## config.mk

```make
export PLATFORM = sky130hd
export DESIGN_NAME = utrd_top
export DESIGN_NICKNAME = d
export VERILOG_FILES = /design/src/utrd_rx_fifo.v /design/src/utrd_top.v
export VERILOG_INCLUDE_DIRS = /design/src
export SDC_FILE = /design/constraint.sdc
export NUM_CORES = 1
export LEC_CHECK = 0
export ABC_AREA = 1
export BUFFER_PORTS_ARGS = -buffer_cell sky130_fd_sc_hd__buf_2
export CAP_MARGIN = 10
export CORE_MARGIN = 1
export CORE_UTILIZATION = 35
export CTS_CLUSTER_SIZE = 10
export DETAILED_ROUTE_END_ITERATION = 7
export HOLD_SLACK_MARGIN = 0.02
export PLACE_DENSITY = 0.49
export RECOVER_POWER = 100
export SETUP_SLACK_MARGIN = 0.2
export SLEW_MARGIN = 20
export SYNTH_ARGS = -nofsm -noshare
export SYNTH_HDL_FRONTEND = slang
export SYNTH_SLANG_ARGS = --single-unit
```

## constraint.sdc

```tcl
create_clock -name clk_i -period 7.27 [get_ports clk_i]
set_input_delay 0.727 -clock clk_i [delete_from_list [all_inputs] [get_ports clk_i]]
set_output_delay 0.727 -clock clk_i [all_outputs]
set_load 0.05 [all_outputs]
```

## src/utrd_map.vh

```
`ifndef UTRD_MAP_VH
`define UTRD_MAP_VH
// Register word offsets (one 32-bit word each)
`define UTRD_ADR_DATA     4'h0
`define UTRD_ADR_STATUS   4'h1
`define UTRD_ADR_CTRL     4'h2
`define UTRD_ADR_BAUD     4'h3
`define UTRD_ADR_COUNT    4'h4
// Status bit positions
`define UTRD_ST_TXE       0
`define UTRD_ST_TRANSMITTER_IDLE_FLAG     1
`define UTRD_ST_RXA       2
`define UTRD_ST_RECEIVER_IDLE_FLAG     3
`define UTRD_ST_OVR       4
`define UTRD_ST_FRAMING_ERROR_FLAG      5
// Control bit positions
`define UTRD_CT_TRANSMITTER_ENABLE      0
`define UTRD_CT_RECEIVER_ENABLE      1
`define UTRD_CT_NINE      2
`define UTRD_CT_STOP2     3
`define UTRD_CT_BRK       4
`define UTRD_CT_TX_EMPTY_IRQ_ENABLE      5
`define UTRD_CT_RIE       6
`define UTRD_CT_TX9       7
`define UTRD_CT_TRIG      9:8
// Reset values
`define UTRD_BAUD_RST     16'h0019
`define UTRD_CTRL_RST     10'h000
// Timing counts and FIFO depth
`define UTRD_OVS          16
`define UTRD_BRK_BITS     13
`define UTRD_FIFO_DEPTH   4
`endif

```

## src/utrd_rx_fifo.v

```verilog
`default_nettype none
// Four-entry receive store with occupancy count
module utrd_rx_fifo #(
	parameter W     = 10,
	parameter DEPTH = 4,
	parameter AW    = 2
)(
	input  wire          clk_i,
	input  wire          rst_i,
	input  wire          clr_i,
	input  wire          push_i,
	input  wire [W-1:0]  wdata_i,
	input  wire          pop_i,
	output wire [W-1:0]  rdata_o,
	output wire          full_o,
	output wire          empty_o,
	output wire [AW:0]   count_o
);
	reg [W-1:0] mem_q [0:DEPTH-1]; // Entry storage
	reg [AW-1:0] wp_q;             // Write index
	reg [AW-1:0] rp_q;             // Read index
	reg [AW:0]   cnt_q;            // Occupancy
	wire do_push;
	wire do_pop;
	assign full_o  = (cnt_q == DEPTH[AW:0]);
	assign empty_o = (cnt_q == {(AW+1){1'b0}});
	assign do_push = push_i && !full_o;
	assign do_pop  = pop_i && !empty_o;
	assign rdata_o = mem_q[rp_q];
	assign count_o = cnt_q;
	// Pointer and count update
	always @(posedge clk_i)
	begin
		if (rst_i || clr_i)
		begin
			wp_q  <= {AW{1'b0}};
			rp_q  <= {AW{1'b0}};
			cnt_q <= {(AW+1){1'b0}};
		end
		else
		begin
			if (do_push)
				wp_q <= wp_q + 1'b1;
			if (do_pop)
				rp_q <= rp_q + 1'b1;
			if (do_push && !do_pop)
				cnt_q <= cnt_q + 1'b1;
			else if (do_pop && !do_push)
				cnt_q <= cnt_q - 1'b1;
		end
	end
	// Entry writes, one per index
	genvar gi;
	generate
		for (gi = 0; gi < DEPTH; gi = gi + 1)
		begin : g_ent
			localparam [AW-1:0] IDX = gi; // Entry index at pointer width
			always @(posedge clk_i)
			begin
				if (do_push && wp_q == IDX)
					mem_q[gi] <= wdata_i;
			end
		end
	endgenerate
endmodule // utrd_rx_fifo
`default_nettype wire

```

## src/utrd_top.v

```verilog
// Operation
// - Transmit LSB first, ninth bit from control
// - Ignore data writes while buffer not empty
// - Status access then data write clears empty
// - Empty flag set when buffer free; irq
// - Write during frame waits until frame ends
// - Write while idle loads shifter, starts immediately
// - Idle flag set at frame end; same clear
// - Break request held past divisor plus one
// - Break is start, 13N zeros, stop_bit_count_select
// - Breaks repeat; after clear send stop_bit_count_select
// - Break frames raise no transmit interrupt
// - Receive LSB first; ninth bit stored
// - Sixteen-times oversampling, three-sample majority
// - Stop sampled, word moves into buffer
// - Four-entry FIFO; fifth word overrun drops
// - Enabled receiver hunts for start bit
// - Data-available flag and byte count readable
// - Receive irq on trigger level, overrun
// - Status access then data read clears available
// - Break received: zeros, framing error, idle
// - After break wait for high line
// - Receiver idle low during frame only
// - Every stop bit high, else framing error; the receiver checks only the first stop bit
//
// Our own choices: the register offsets and the Wishbone register port.
`include "utrd_map.vh"
`default_nettype none
module utrd_top #(
	parameter DIV_RST = 16'h0019
)(
	input  wire        clk_i,
	input  wire        rst_i,
	input  wire        wb_cyc_i,
	input  wire        wb_stb_i,
	input  wire        wb_we_i,
	input  wire [3:0]  wb_adr_i,
	input  wire [3:0]  wb_sel_i,
	input  wire [31:0] wb_dat_i,
	output reg  [31:0] wb_dat_o,
	output reg         wb_ack_o,
	input  wire        rx_i,
	output reg         tx_o,
	output reg         irq_o
);
	// Transmit states
	localparam TS_IDLE = 3'b001;
	localparam TS_SEND = 3'b010;
	localparam TS_STOP = 3'b100;
	// Break length in bit times, sized to the bit counter
	localparam [5:0] BRK_LEN = `UTRD_BRK_BITS;
	// Receive states
	localparam RS_HUNT = 4'b0001;
	localparam RS_CONF = 4'b0010;
	localparam RS_DATA = 4'b0100;
	localparam RS_WAIT = 4'b1000;

	reg  [9:0]  ctrl_q;        // Control register
	reg  [15:0] div_q;         // Baud divisor
	reg  [15:0] bdiv_q;        // Oversample divider
	reg         os_tick;       // One-cycle 16x enable
	reg         stat_seen_q;   // Status access armed clear sequence
	reg         txe_q;         // Transmit buffer empty flag
	reg         transmitter_idle_flag_q;       // Transmitter idle flag
	reg  [8:0]  txbuf_q;       // Pending transmit word
	reg  [2:0]  ts_q;          // Transmit state
	reg  [11:0] tsh_q;         // Transmit shifter incl stop
	reg  [5:0]  tbits_q;       // Bits left in frame
	reg  [3:0]  tos_q;         // Oversample count in tx bit
	reg         tbrk_q;        // Frame in progress is a break
	reg  [16:0] brk_cnt_q;     // Break request hold counter
	reg         brk_arm_q;     // Next frame will be a break
	reg         rx_s1_q;       // Synchroniser stage one
	reg         rx_s2_q;       // Synchroniser stage two
	reg  [2:0]  rx_hist_q;     // Three samples for vote
	reg  [3:0]  rs_q;          // Receive state
	reg  [3:0]  ros_q;         // Oversample phase
	reg  [3:0]  rbits_q;       // Bits received
	reg  [8:0]  rsh_q;         // Receive shifter
	reg         rxa_q;         // Data available flag
	reg         ovr_q;         // Overrun flag
	reg         framing_error_flag_q;        // Framing error flag
	reg         receiver_idle_flag_q;       // Receiver idle flag
	reg         rx9_q;         // Ninth received bit of head word
	reg         push_q;        // FIFO push strobe
	reg  [9:0]  pushd_q;       // Word plus framing bit
	reg         ev_rx_q;       // Receive irq event
	wire        vote;
	wire        acc;
	wire        dat_wr;
	wire        dat_rd;
	wire        st_rd;
	wire [9:0]  fifo_rd;
	wire        fifo_full;
	wire        fifo_empty;
	wire [2:0]  fifo_cnt;
	wire [3:0]  nbits;
	wire [2:0]  trig_lvl;
	reg  [31:0] rd_mux;

	// Bus strobes, one per access
	assign acc    = wb_cyc_i && wb_stb_i && !wb_ack_o;
	assign dat_wr = acc && wb_we_i && wb_sel_i[0] && wb_adr_i == `UTRD_ADR_DATA;
	assign dat_rd = acc && !wb_we_i && wb_adr_i == `UTRD_ADR_DATA;
	assign st_rd  = acc && wb_adr_i == `UTRD_ADR_STATUS;
	assign nbits  = ctrl_q[`UTRD_CT_NINE] ? 4'h9 : 4'h8;
	assign trig_lvl = {1'b0, ctrl_q[`UTRD_CT_TRIG]} + 3'h1;
	// Majority of the three latest samples
	assign vote = (rx_hist_q[0] & rx_hist_q[1]) | (rx_hist_q[0] & rx_hist_q[2])
		| (rx_hist_q[1] & rx_hist_q[2]);

	// Oversample divider; one pulse per divisor+1 clocks
	always @(posedge clk_i)
	begin
		// Compare with >= so that lowering the divisor below the count cannot stall
		if (rst_i || bdiv_q >= div_q)
			bdiv_q <= 16'h0000;
		else
			bdiv_q <= bdiv_q + 16'h0001;
		os_tick <= !rst_i && (bdiv_q >= div_q);
	end

	// Register writes and the status-then-data arming
	always @(posedge clk_i)
	begin
		if (rst_i)
		begin
			ctrl_q      <= `UTRD_CTRL_RST;
			div_q       <= DIV_RST;
			stat_seen_q <= 1'b0;
		end
		else
		begin
			if (acc && wb_we_i && wb_adr_i == `UTRD_ADR_CTRL && wb_sel_i[0])
				ctrl_q[7:0] <= wb_dat_i[7:0];
			if (acc && wb_we_i && wb_adr_i == `UTRD_ADR_CTRL && wb_sel_i[1])
				ctrl_q[9:8] <= wb_dat_i[9:8];
			if (acc && wb_we_i && wb_adr_i == `UTRD_ADR_BAUD && wb_sel_i[0])
				div_q[7:0] <= wb_dat_i[7:0];
			if (acc && wb_we_i && wb_adr_i == `UTRD_ADR_BAUD && wb_sel_i[1])
				div_q[15:8] <= wb_dat_i[15:8];
			// Status access arms; any data access disarms
			if (st_rd)
				stat_seen_q <= 1'b1;
			else if (acc && wb_adr_i == `UTRD_ADR_DATA)
				stat_seen_q <= 1'b0;
		end
	end

	// Break request hold timer: must exceed divisor+1 clocks
	always @(posedge clk_i)
	begin
		if (rst_i || !ctrl_q[`UTRD_CT_BRK])
		begin
			brk_cnt_q <= 17'h00000;
			brk_arm_q <= 1'b0;
		end
		else
		begin
			if (transmitter_idle_flag_q && brk_cnt_q <= {1'b0, div_q} + 17'h00001)
				brk_cnt_q <= brk_cnt_q + 17'h00001;
			if (brk_cnt_q > {1'b0, div_q} + 17'h00001)
				brk_arm_q <= 1'b1;
		end
	end

	// Transmitter
	always @(posedge clk_i)
	begin
		if (rst_i || !ctrl_q[`UTRD_CT_TRANSMITTER_ENABLE])
		begin
			ts_q    <= TS_IDLE;
			txe_q   <= 1'b1;
			transmitter_idle_flag_q <= 1'b1;
			tx_o    <= 1'b1;
			tsh_q   <= 12'hFFF;
			tbits_q <= 6'h00;
			tos_q   <= 4'h0;
			tbrk_q  <= 1'b0;
			txbuf_q <= 9'h000;
		end
		else
		begin
			// Data write accepted only while buffer empty
			if (dat_wr && txe_q)
			begin
				if (stat_seen_q)
					transmitter_idle_flag_q <= 1'b0;
				if (ts_q == TS_IDLE && !brk_arm_q)
				begin
					// Straight into shifter, flag stays set
					tsh_q   <= {3'b111, ctrl_q[`UTRD_CT_TX9], wb_dat_i[7:0]};
					ts_q    <= TS_SEND;
					tbits_q <= {2'b00, nbits} + 6'h01;
					tos_q   <= 4'h0;
					tx_o    <= 1'b0;
					transmitter_idle_flag_q <= 1'b0;
				end
				else
				begin
					// Held until current frame ends
					txbuf_q <= {ctrl_q[`UTRD_CT_TX9], wb_dat_i[7:0]};
					if (stat_seen_q)
						txe_q <= 1'b0;
				end
			end
			case (ts_q)
				TS_IDLE:
				begin
					// Line already high here; a direct load above must keep its start bit
					// Break frame when armed: start bit plus thirteen zeros
					if (brk_arm_q && os_tick)
					begin
						ts_q    <= TS_SEND;
						tbrk_q  <= 1'b1;
						tsh_q   <= 12'h000;
						tbits_q <= BRK_LEN + 6'h01;
						tos_q   <= 4'h0;
						tx_o    <= 1'b0;
						transmitter_idle_flag_q <= 1'b0;
					end
					else if (!txe_q)
					begin
						// Word buffered as the last frame ended goes out now
						tsh_q   <= {3'b111, txbuf_q};
						tbits_q <= {2'b00, nbits} + 6'h01;
						tos_q   <= 4'h0;
						ts_q    <= TS_SEND;
						tx_o    <= 1'b0;
						txe_q   <= 1'b1;
						transmitter_idle_flag_q <= 1'b0;
					end
				end
				TS_SEND:
				begin
					if (os_tick)
					begin
						tos_q <= tos_q + 4'h1;
						if (tos_q == 4'hF)
						begin
							if (tbits_q == 6'h01)
							begin
								// Break repeats while request holds
								if (tbrk_q && ctrl_q[`UTRD_CT_BRK])
									tbits_q <= BRK_LEN;
								else
								begin
									ts_q    <= TS_STOP;
									tbits_q <= ctrl_q[`UTRD_CT_STOP2] ? 6'h02 : 6'h01;
									tx_o    <= 1'b1;
								end
							end
							else
							begin
								// LSB first shift out
								tbits_q <= tbits_q - 6'h01;
								tx_o    <= tbrk_q ? 1'b0 : tsh_q[0];
								tsh_q   <= {1'b1, tsh_q[11:1]};
							end
						end
					end
				end
				TS_STOP:
				begin
					tx_o <= 1'b1;
					if (os_tick && tos_q == 4'hF)
					begin
						tos_q <= 4'h0;
						if (tbits_q == 6'h01)
						begin
							tbrk_q <= 1'b0;
							if (!txe_q)
							begin
								// Buffered word moves in; buffer empty again
								tsh_q   <= {3'b111, txbuf_q};
								tbits_q <= {2'b00, nbits} + 6'h01;
								ts_q    <= TS_SEND;
								tx_o    <= 1'b0;
								txe_q   <= 1'b1;
							end
							else
							begin
								ts_q    <= TS_IDLE;
								transmitter_idle_flag_q <= 1'b1;
							end
						end
						else
							tbits_q <= tbits_q - 6'h01;
					end
					else if (os_tick)
						tos_q <= tos_q + 4'h1;
				end
				default:
					ts_q <= TS_IDLE;
			endcase
		end
	end

	// Receive line synchroniser and sample history
	always @(posedge clk_i)
	begin
		if (rst_i)
		begin
			rx_s1_q   <= 1'b1;
			rx_s2_q   <= 1'b1;
			rx_hist_q <= 3'b111;
		end
		else
		begin
			rx_s1_q <= rx_i;
			rx_s2_q <= rx_s1_q;
			if (os_tick)
				rx_hist_q <= {rx_hist_q[1:0], rx_s2_q};
		end
	end

	// Receiver sequencing
	always @(posedge clk_i)
	begin
		push_q <= 1'b0;
		if (rst_i || !ctrl_q[`UTRD_CT_RECEIVER_ENABLE])
		begin
			rs_q    <= RS_HUNT;
			ros_q   <= 4'h0;
			rbits_q <= 4'h0;
			rsh_q   <= 9'h000;
			receiver_idle_flag_q <= 1'b1;
			pushd_q <= 10'h000;
		end
		else if (os_tick)
		begin
			case (rs_q)
				RS_HUNT:
				begin
					// Hunt for low start level
					if (!vote)
					begin
						rs_q    <= RS_CONF;
						ros_q   <= 4'h0;
						receiver_idle_flag_q <= 1'b0;
					end
				end
				RS_CONF:
				begin
					ros_q <= ros_q + 4'h1;
					if (ros_q == 4'h6)
					begin
						// Still low at mid-bit confirms start
						if (!vote)
						begin
							rs_q    <= RS_DATA;
							ros_q   <= 4'h0;
							rbits_q <= 4'h0;
						end
						else
						begin
							rs_q    <= RS_HUNT;
							receiver_idle_flag_q <= 1'b1;
						end
					end
				end
				RS_DATA:
				begin
					ros_q <= ros_q + 4'h1;
					if (ros_q == 4'hF)
					begin
						// One shift per bit time
						if (rbits_q == nbits)
						begin
							// Stop bit sampled: store word, error if low
							push_q  <= 1'b1;
							pushd_q <= {!vote, ctrl_q[`UTRD_CT_NINE] ? rsh_q
								: {1'b0, rsh_q[8:1]}};
							receiver_idle_flag_q <= 1'b1;
							// Low stop means break or error: wait for high
							rs_q    <= vote ? RS_HUNT : RS_WAIT;
						end
						else
						begin
							// LSB first into shifter
							rsh_q   <= {vote, rsh_q[8:1]};
							rbits_q <= rbits_q + 4'h1;
						end
					end
				end
				RS_WAIT:
				begin
					if (vote)
						rs_q <= RS_HUNT;
				end
				default:
					rs_q <= RS_HUNT;
			endcase
		end
	end

	// Receive store
	utrd_rx_fifo #(
		.W     (10),
		.DEPTH (`UTRD_FIFO_DEPTH),
		.AW    (2)
	) u_fifo (
		.clk_i   (clk_i),
		.rst_i   (rst_i),
		.clr_i   (!ctrl_q[`UTRD_CT_RECEIVER_ENABLE]),
		.push_i  (push_q),
		.wdata_i (pushd_q),
		.pop_i   (dat_rd),
		.rdata_o (fifo_rd),
		.full_o  (fifo_full),
		.empty_o (fifo_empty),
		.count_o (fifo_cnt)
	);

	// Receive flags; set wins over clear
	always @(posedge clk_i)
	begin
		ev_rx_q <= 1'b0;
		if (rst_i || !ctrl_q[`UTRD_CT_RECEIVER_ENABLE])
		begin
			rxa_q  <= 1'b0;
			ovr_q  <= 1'b0;
			framing_error_flag_q <= 1'b0;
			rx9_q  <= 1'b0;
		end
		else
		begin
			rx9_q  <= fifo_rd[8] && !fifo_empty;
			framing_error_flag_q <= fifo_rd[9] && !fifo_empty;
			if (dat_rd && stat_seen_q)
			begin
				rxa_q <= 1'b0;
				ovr_q <= 1'b0;
			end
			if (push_q && fifo_full)
			begin
				ovr_q   <= 1'b1; // Fifth word dropped
				ev_rx_q <= 1'b1;
			end
			if (push_q && !fifo_full && fifo_cnt + 3'h1 == trig_lvl)
				ev_rx_q <= 1'b1;
			if (!fifo_empty && !(dat_rd && fifo_cnt == 3'h1))
				rxa_q <= 1'b1;
			else if (fifo_empty)
				rxa_q <= 1'b0;
		end
	end

	// Interrupt: tx empty (never during break) or rx event
	always @(posedge clk_i)
	begin
		if (rst_i)
			irq_o <= 1'b0;
		else
			irq_o <= (ctrl_q[`UTRD_CT_TX_EMPTY_IRQ_ENABLE] && txe_q && ctrl_q[`UTRD_CT_TRANSMITTER_ENABLE] && !tbrk_q)
				|| (ctrl_q[`UTRD_CT_RIE] && (ev_rx_q || ovr_q
				|| {1'b0, fifo_cnt} >= {1'b0, trig_lvl}));
	end

	// Read multiplexer; unmapped reads zero
	always @*
	begin
		rd_mux = 32'h00000000;
		case (wb_adr_i)
			`UTRD_ADR_DATA:   rd_mux = {23'h000000, fifo_empty ? 9'h000 : fifo_rd[8:0]};
			`UTRD_ADR_STATUS: rd_mux = {25'h0000000, rx9_q, framing_error_flag_q, ovr_q, receiver_idle_flag_q,
				rxa_q, transmitter_idle_flag_q, txe_q};
			`UTRD_ADR_CTRL:   rd_mux = {22'h000000, ctrl_q};
			`UTRD_ADR_BAUD:   rd_mux = {16'h0000, div_q};
			`UTRD_ADR_COUNT:  rd_mux = {29'h00000000, fifo_cnt};
			default:          rd_mux = 32'h00000000;
		endcase
	end

	// Wishbone ack one cycle after request, dropped next cycle
	always @(posedge clk_i)
	begin
		if (rst_i)
		begin
			wb_ack_o <= 1'b0;
			wb_dat_o <= 32'h00000000;
		end
		else
		begin
			wb_ack_o <= acc;
			wb_dat_o <= acc ? rd_mux : 32'h00000000;
		end
	end
endmodule // utrd_top
`default_nettype wire

```

==> impl_metrics.csv, run 1 <==
group,metric,value,unit
status,status,"finished clean",
logic_synthesis,avgSynthCellArea,7.86,µm²
cells_and_area,n_fill_cell,3114,
grt,gr-usage-all-layers,18.0,%
power_and_ir_drop,vdd_ir_drop_max,0.000143,V
sta,timing.final.crit_share,59.5,%
placed_design,port-buffer-count,46,
sta,fin_tns_setup,0,ns
placed_design,dp_worst_setup_slack,3.62,ns
sta,rsz_0062_raised_after_global_routing,"false",
sta,finClkSkew,0.0205,ns
routing,drt_wl_total,28100,µm
cells_and_area,num-nets-final,1515,
setup_path,critPathCaptureType,"register",
cells_and_area,final_core_util,40.0,%
clock_tree,htree_num_levels,1,
clock_tree,worst_skew_pair.late_latency,0.54,ns
clock_tree,clkTransAtPathRegs,0.05,ns
grt,largest_net_degree_at_the_start_of_global_routing,35,
routing,vias,8997,
power_and_ir_drop,power.static_leakage,4.73,nW
sta,hold_slack,0.386,ns
placed_design,detailed_place_hpwl,20200,µm
routing,routed_via_density,4.94,
logic_synthesis,number_of_enable_type_register_cells_in_the_synthesized_netlist,40,
sta,slew_headroom,2.70,%
clock_tree,clock-root-buffer,"sky130_fd_sc_hd__clkbuf_16",
sta,report.final.hold_viol_count,0,
floorplan,core_region,0.0300,mm²
sta,setup_viol,0,
hold_path,hold-path-cell-count,2,
clock_tree,cts_resized,0,
floorplan,design.die.area,0.0315,mm²
floorplan,initial_core_util,36.0,%
logic_synthesis,synthDominantAreaCellType,"sky130_fd_sc_hd__dfxtp_1",
cells_and_area,drive_gt1_share,7.90,%
routing,detail_route.first_pass.iterations,5,
setup_path,crit_path_arrival_time,4.77,ns
cells_and_area,fin_area,0.0120,mm²
cells_and_area,final_common_cell,"sky130_fd_sc_hd__nand2_1",
cells_and_area,areaGrowthSynthToFinish,11.3,%
routing,routed_wire_length_per_instance,15.4,µm
logic_synthesis,postSynthRegisterBits,210,
logic_synthesis,synth.cell_area,0.0108,mm²
sta,finalWorstPathRequiredPeriod,4.32,ns
floorplan,floorplan.rows,63,
logic_synthesis,synth-async-reset-ratio,0,%
sta,pin_slew_with_the_least_headroom_to_its_limit,1.46,ns
logic_synthesis,synthesis.instances,1371,
cells_and_area,antenna_cells,0,
placed_design,dpl.cell_count,1776,
sta,report.final.slew_viol_count,0,
setup_path,path_class,"reg -> reg",
cells_and_area,final-instance-count-excl-fill,1821,
clock_tree,cts_setup_buffers,0,
clock_tree,cts_buffers,26,
grt,antenna_found_initial,0,
setup_path,timing.critical_path.required,7.71,ns
logic_synthesis,yosysUniqueCellTypes,61,
sta,final.setup.worst_slack,2.95,ns
logic_synthesis,yosysWarnings,0,
hold_path,hold_path_class,"in -> reg",
logic_synthesis,synthDominantCellAreaShare,31.6,%
routing,dr.first_iter.drc_count,541,
routing,remaining_drc_errors,0,
setup_path,worstSetupStartpointType,"register",
logic_synthesis,synth_top_cells_by_area,"sky130_fd_sc_hd__dfxtp_1 (32%), sky130_fd_sc_hd__edfxtp_1 (11%), sky130_fd_sc_hd__nand2_1 (8.7%), sky130_fd_sc_hd__ha_1 (6.4%), sky130_fd_sc_hd__a21oi_1 (5.8%)",
placed_design,globalplace.congestion,0.818,
clock_tree,clock_tree.buffer_depth,3,
floorplan,die_width,177,µm
logic_synthesis,ys_seq_area_share,42.7,%
clock_tree,cts_hold_buffers,0,
floorplan,io_pins,81,
placed_design,placed_cell_area,0.0113,mm²
job,maxCapViolCount,0,
sta,achievable-frequency,0.231,GHz
power_and_ir_drop,pwr_density_cell,204,mW/mm²
setup_path,rr_worst_depth,22,
power_and_ir_drop,design_power_total,2.45,mW
clock_tree,cts_tree,"yes",
cells_and_area,final_cell_mix,"sky130_fd_sc_hd__nand2_1 (251), sky130_fd_sc_hd__dfxtp_1 (170), sky130_fd_sc_hd__inv_1 (155)",
routing,detail-route-antenna-nets,0,
logic_synthesis,synth_flop_cell,"sky130_fd_sc_hd__dfxtp_1",
grt,grt_pass1_wl,44600,µm
clock_tree,clock_sinks,210,
floorplan,fp.dieH,177,µm
grt,grt_pass1_vias,8262,
grt,global_route.overflow_total,0,
setup_path,crit_path_max_fanout,18,
==> flip-flops by register name (all words and copies together) (netlist names), 6 cells and up, named ones only <==
| signal | count |
|---|---|
| u_fifo.mem_q | 40 |
| rsh_q | 9 |
| pushd_q | 10 |
| brk_cnt_q | 17 |
| txbuf_q | 9 |
| tsh_q | 12 |
| bdiv_q | 16 |
| wb_dat_o | 16 |
| tbits_q | 6 |
| div_q | 16 |
| ctrl_q | 10 |
==> kinds of logic (layout without fill, tap and decap cells) <==
logic type      Yosys count  after routing  share of synthesized area, %
fa+ha+maj                55             55                          6.39
xor+xnor                 45             45                          3.66
buf+inv                 224            269                          8.60
compound gates          311            311                          16.1
simple gates            525            525                          22.4
flops                   210            210                          42.7
other cells               1             16                        0.0348
==> final timing paths <==
kind / from / to / slack, ns
hold reg to reg: rx_s1_q / rx_s2_q / 0.41
setup reg to reg: div_q[0] / brk_cnt_q[1] / 2.95
setup / recovery: div_q[0] / brk_cnt_q[1] / 2.95
hold / removal: rx_i / rx_s1_q / 0.39
==> final cells by class <==
| class | instances | area (µm²) | share of cell area [%] |
|---|---|---|---|
| clock buffer | 43 | 776 | 6.47 |
| clock inverter | 2 | 10.0 | 0.0835 |
| inverter | 174 | 654 | 5.46 |
| multi-input combinational | 952 | 5230 | 43.6 |
| sequential | 210 | 4600 | 38.4 |
| tap | 390 | 488 | 4.07 |
| timing repair buffer | 50 | 228 | 1.90 |
==> synthesized netlist by cell type, types with 5 or more instances <==
cell type and instances:
sky130_fd_sc_hd__a21oi_1 125, sky130_fd_sc_hd__buf_4 20, sky130_fd_sc_hd__inv_1 152, sky130_fd_sc_hd__a31oi_1 11
sky130_fd_sc_hd__nor4_1 5, sky130_fd_sc_hd__o21ai_0 108, sky130_fd_sc_hd__o22ai_1 12, sky130_fd_sc_hd__nand3_1 76
sky130_fd_sc_hd__nand2_1 249, sky130_fd_sc_hd__buf_2 7, sky130_fd_sc_hd__nor2_2 9, sky130_fd_sc_hd__nor3_1 17
sky130_fd_sc_hd__dfxtp_1 170, sky130_fd_sc_hd__nor2_1 113, sky130_fd_sc_hd__nor3_2 7, sky130_fd_sc_hd__nand4_1 14
sky130_fd_sc_hd__xor2_1 34, sky130_fd_sc_hd__ha_1 55, sky130_fd_sc_hd__xnor2_1 11, sky130_fd_sc_hd__clkbuf_1 23
sky130_fd_sc_hd__inv_2 20, sky130_fd_sc_hd__o211ai_1 23, sky130_fd_sc_hd__edfxtp_1 40
==> critical path, cell delays in order, from the launching register on <==
cell                      delay, ns
sky130_fd_sc_hd__dfxtp_1       0.40
sky130_fd_sc_hd__ha_1          0.21
sky130_fd_sc_hd__nand2_1       0.07
sky130_fd_sc_hd__nor2_1        0.09
sky130_fd_sc_hd__nand2_1       0.10
sky130_fd_sc_hd__inv_1         0.07
sky130_fd_sc_hd__nand4_1       0.11
sky130_fd_sc_hd__nor3_1        0.28
sky130_fd_sc_hd__nand3_1       0.17
sky130_fd_sc_hd__nor3_1        0.29
sky130_fd_sc_hd__xor2_1        0.19
sky130_fd_sc_hd__ha_1          0.26
sky130_fd_sc_hd__nand2_1       0.06
sky130_fd_sc_hd__inv_1         0.03
sky130_fd_sc_hd__nor2_1        0.07
sky130_fd_sc_hd__o21ai_0       0.10
sky130_fd_sc_hd__a21oi_1       0.15
sky130_fd_sc_hd__nand3_1       0.09
sky130_fd_sc_hd__nand2_1       0.52
sky130_fd_sc_hd__nand2_1       0.59
sky130_fd_sc_hd__inv_1         0.19
sky130_fd_sc_hd__nand2_1       0.07
sky130_fd_sc_hd__a21oi_1       0.12
==> power breakdown <==
part / total [mW] / leakage (nW) / switching, mW / internal, mW
Combinational: 0.0602 / 2.70 / 0.0476 / 0.0127
Sequential: 1.19 / 1.65 / 0.00246 / 1.18
Clock: 1.20 / 0.383 / 0.482 / 0.718
==> layer usage <==
metal | track usage, % | up-vias | share of wire [%]
met3 | 2.31 | 41 | 4.0
met5 | 0 | - | 0
li1 | - | 4645 | -
met1 | 25.1 | 4146 | 49
met2 | 28.8 | 165 | 44
met4 | 5.24 | 0 | 2.6
(Power assumes the default switching activity.)
==> run 2: changes to the inputs <==
==> constraint.sdc (replaced) <==
create_clock -name clk_i -period 4.2 [get_ports clk_i]
set_input_delay 0.42 -clock clk_i [delete_from_list [all_inputs] [get_ports clk_i]]
set_output_delay 0.42 -clock clk_i [all_outputs]
set_load 0.05 [all_outputs]
==> impl_metrics.csv, run 2 (synthesized netlist as in run 1, its figures left out) <==
group,metric,value,unit
status,status,"finished clean",
floorplan,die_width,177,µm
power_and_ir_drop,pwr-share-comb,2.4,%
sta,setup_viol,0,
hold_path,min_to,"rx_s1_q",
cells_and_area,final_core_util,40.2,%
sta,finClkSkew,0.0106,ns
sta,rsz_0062_raised_after_global_routing,"false",
floorplan,floorplan.rows,63,
cells_and_area,largest_register,"u_fifo.mem_q",
sta,fin_tns_setup,0,ns
setup_path,path_class,"reg -> reg",
floorplan,fp.dieH,177,µm
clock_tree,cts_resized,0,
cells_and_area,antenna_cells,0,
cells_and_area,biggestRegsByFlops,"u_fifo.mem_q (40), brk_cnt_q (17)",
routing,dr.first_iter.drc_count,552,
grt,antenna_found_initial,0,
sta,timing.final.crit_share,80.9,%
power_and_ir_drop,seq_power_share,47.8,%
sta,hold_slack,0.0751,ns
setup_path,worst_path_most_repeated_cell,"sky130_fd_sc_hd__nand2_1",
clock_tree,htree_num_levels,1,
hold_path,hold_path_class,"in -> reg",
placed_design,port-buffer-count,46,
clock_tree,clock_tree.buffer_depth,3,
setup_path,terminus_of_the_critical_flop_to_flop_path,"brk_cnt_q[1]",
placed_design,globalplace.congestion,0.829,
power_and_ir_drop,pwr-share-clk,49.7,%
power_and_ir_drop,internal_power,3.39,mW
floorplan,io_pins,81,
cells_and_area,fin_area,0.0120,mm²
cells_and_area,num-nets-final,1520,
floorplan,initial_core_util,36.0,%
clock_tree,cts_setup_buffers,0,
job,maxCapViolCount,0,
floorplan,design.die.area,0.0315,mm²
power_and_ir_drop,pwr_density_cell,357,mW/mm²
clock_tree,cts_buffers,26,
power_and_ir_drop,vdd_ir_drop_max,0.000349,V
cells_and_area,final_cell_mix,"sky130_fd_sc_hd__nand2_1 (251), sky130_fd_sc_hd__dfxtp_1 (170), sky130_fd_sc_hd__inv_1 (157)",
sta,finalWorstPathRequiredPeriod,3.40,ns
clock_tree,clkTransAtPathRegs,0.06,ns
setup_path,critPathCaptureType,"register",
clock_tree,worst_skew_pair.late_latency,0.53,ns
grt,grt_pass1_vias,8467,
cells_and_area,drive_gt1_share,7.46,%
cells_and_area,areaGrowthSynthToFinish,11.7,%
power_and_ir_drop,switching_power,0.911,mW
routing,remaining_drc_errors,0,
setup_path,worstSetupStartpointType,"register",
sta,report.final.slew_viol_count,0,
setup_path,critPathMaxStageDelay,0.36,ns
sta,pin_slew_with_the_least_headroom_to_its_limit,1.25,ns
clock_tree,clock_sinks,210,
power_and_ir_drop,power.static_leakage,4.76,nW
cells_and_area,final_common_cell,"sky130_fd_sc_hd__nand2_1",
placed_design,placed_cell_area,0.0113,mm²
routing,routed_wire_length_per_instance,15.5,µm
routing,detail-route-antenna-nets,0,
setup_path,crit_path_arrival_time,3.84,ns
clock_tree,cts_hold_buffers,0,
routing,vias,8998,
cells_and_area,number_of_flip_flops_under_the_largest_register_name,40,
setup_path,rr_worst_depth,22,
grt,largest_net_degree_at_the_start_of_global_routing,28,
hold_path,hp_start,"rx_i",
power_and_ir_drop,design_power_total,4.30,mW
routing,routed_via_density,4.93,
setup_path,crit_path_max_fanout,18,
grt,gr-usage-all-layers,18.4,%
grt,global_route.overflow_total,0,
grt,grt_pass1_wl,45700,µm
sta,achievable-frequency,0.294,GHz
setup_path,launch_instance_of_the_worst_register_to_register_path,"div_q[0]",
setup_path,timing.critical_path.required,4.65,ns
placed_design,detailed_place_hpwl,20600,µm
setup_path,crit_slowest_cell,"sky130_fd_sc_hd__dfxtp_1",
setup_path,setup.reg_to_reg.worst_slack,0.80,ns
routing,drt_wl_total,28300,µm
sta,slew_headroom,16.1,%
setup_path,path_cells,"ha_1, nand2_1, nor2_1, nand2_1, inv_1, nand4_1, nor3_1, nand3_1, nor3_1, xor2_1, ha_1, nand2_1, inv_1, nor2_1, o21ai_0, a21oi_1, nand3_1, nand2_1, nand2_2, inv_1, nand2_1, a21oi_1",
routing,detail_route.first_pass.iterations,5,
floorplan,core_region,0.0300,mm²
hold_path,hold-path-cell-count,2,
sta,report.final.hold_viol_count,0,
clock_tree,clock-root-buffer,"sky130_fd_sc_hd__clkbuf_16",
power_and_ir_drop,power.share.switching,21.2,%
clock_tree,cts_tree,"yes",
## run 2: final cells by class
type | instances | area [µm²]
fill | 3166 | 17900
tap | 390 | 488
clock buffer | 41 | 778
inverter | 174 | 654
multi-input combinational | 952 | 5220
sequential | 210 | 4600
clock inverter | 2 | 35.0
timing repair buffer | 55 | 253
## run 2: layer usage
| layer | vias to the layer above | global-route usage (%) | share of wire, % |
|---|---|---|---|
| li1 | 4670 | - | - |
| met1 | 4113 | 25.8 | 49 |
| met2 | 171 | 29.6 | 44 |
| met3 | 44 | 2.49 | 3.7 |
| met4 | 0 | 4.74 | 2.5 |
| met5 | - | 0 | 0 |
## run 2: how the worst max path moves through the flow
stage / depth (start not counted) / start / slack (ns) / endpoint
4_1_cts: 18 / div_q[0] / 0.91 / brk_cnt_q[0]
6_report: 22 / div_q[0] / 0.80 / brk_cnt_q[1]
2_1_floorplan: 20 / div_q[0] / 1.36 / brk_cnt_q[9]
3_5_place_dp: 18 / div_q[0] / 0.94 / brk_cnt_q[0]
3_3_place_gp: 22 / div_q[0] / 0.96 / brk_cnt_q[0]
5_1_grt: 20 / div_q[0] / 0.25 / brk_cnt_q[0]
## run 2: power groups by stage
stage / logic, mW / registers, mW / clock network, mW
floorplan: 0.0798 / 2.10 / 0
global placement: 0.108 / 2.10 / 0
detailed placement: 0.108 / 2.10 / 0
CTS: 0.109 / 2.05 / 2.20
global route: 0.114 / 2.05 / 2.28
finish: 0.105 / 2.06 / 2.14
## run 2: metrics by stage
step,std cells,worst slack [ns]
after detailed placement,1781,0.938
after global placement,1781,0.958
after CTS,1824,0.913
after global routing,1824,0.254
final,1824,0.804
after floorplan,1386,1.36
## run 2: worst max-delay path: cells and delay by family, from the launching register on
kind            cells  cell delay (ns)
fa+ha+maj           2             0.47
simple gates       13             1.69
flops               1             0.36
xor+xnor            1             0.21
buf+inv             3             0.25
compound gates      3             0.35
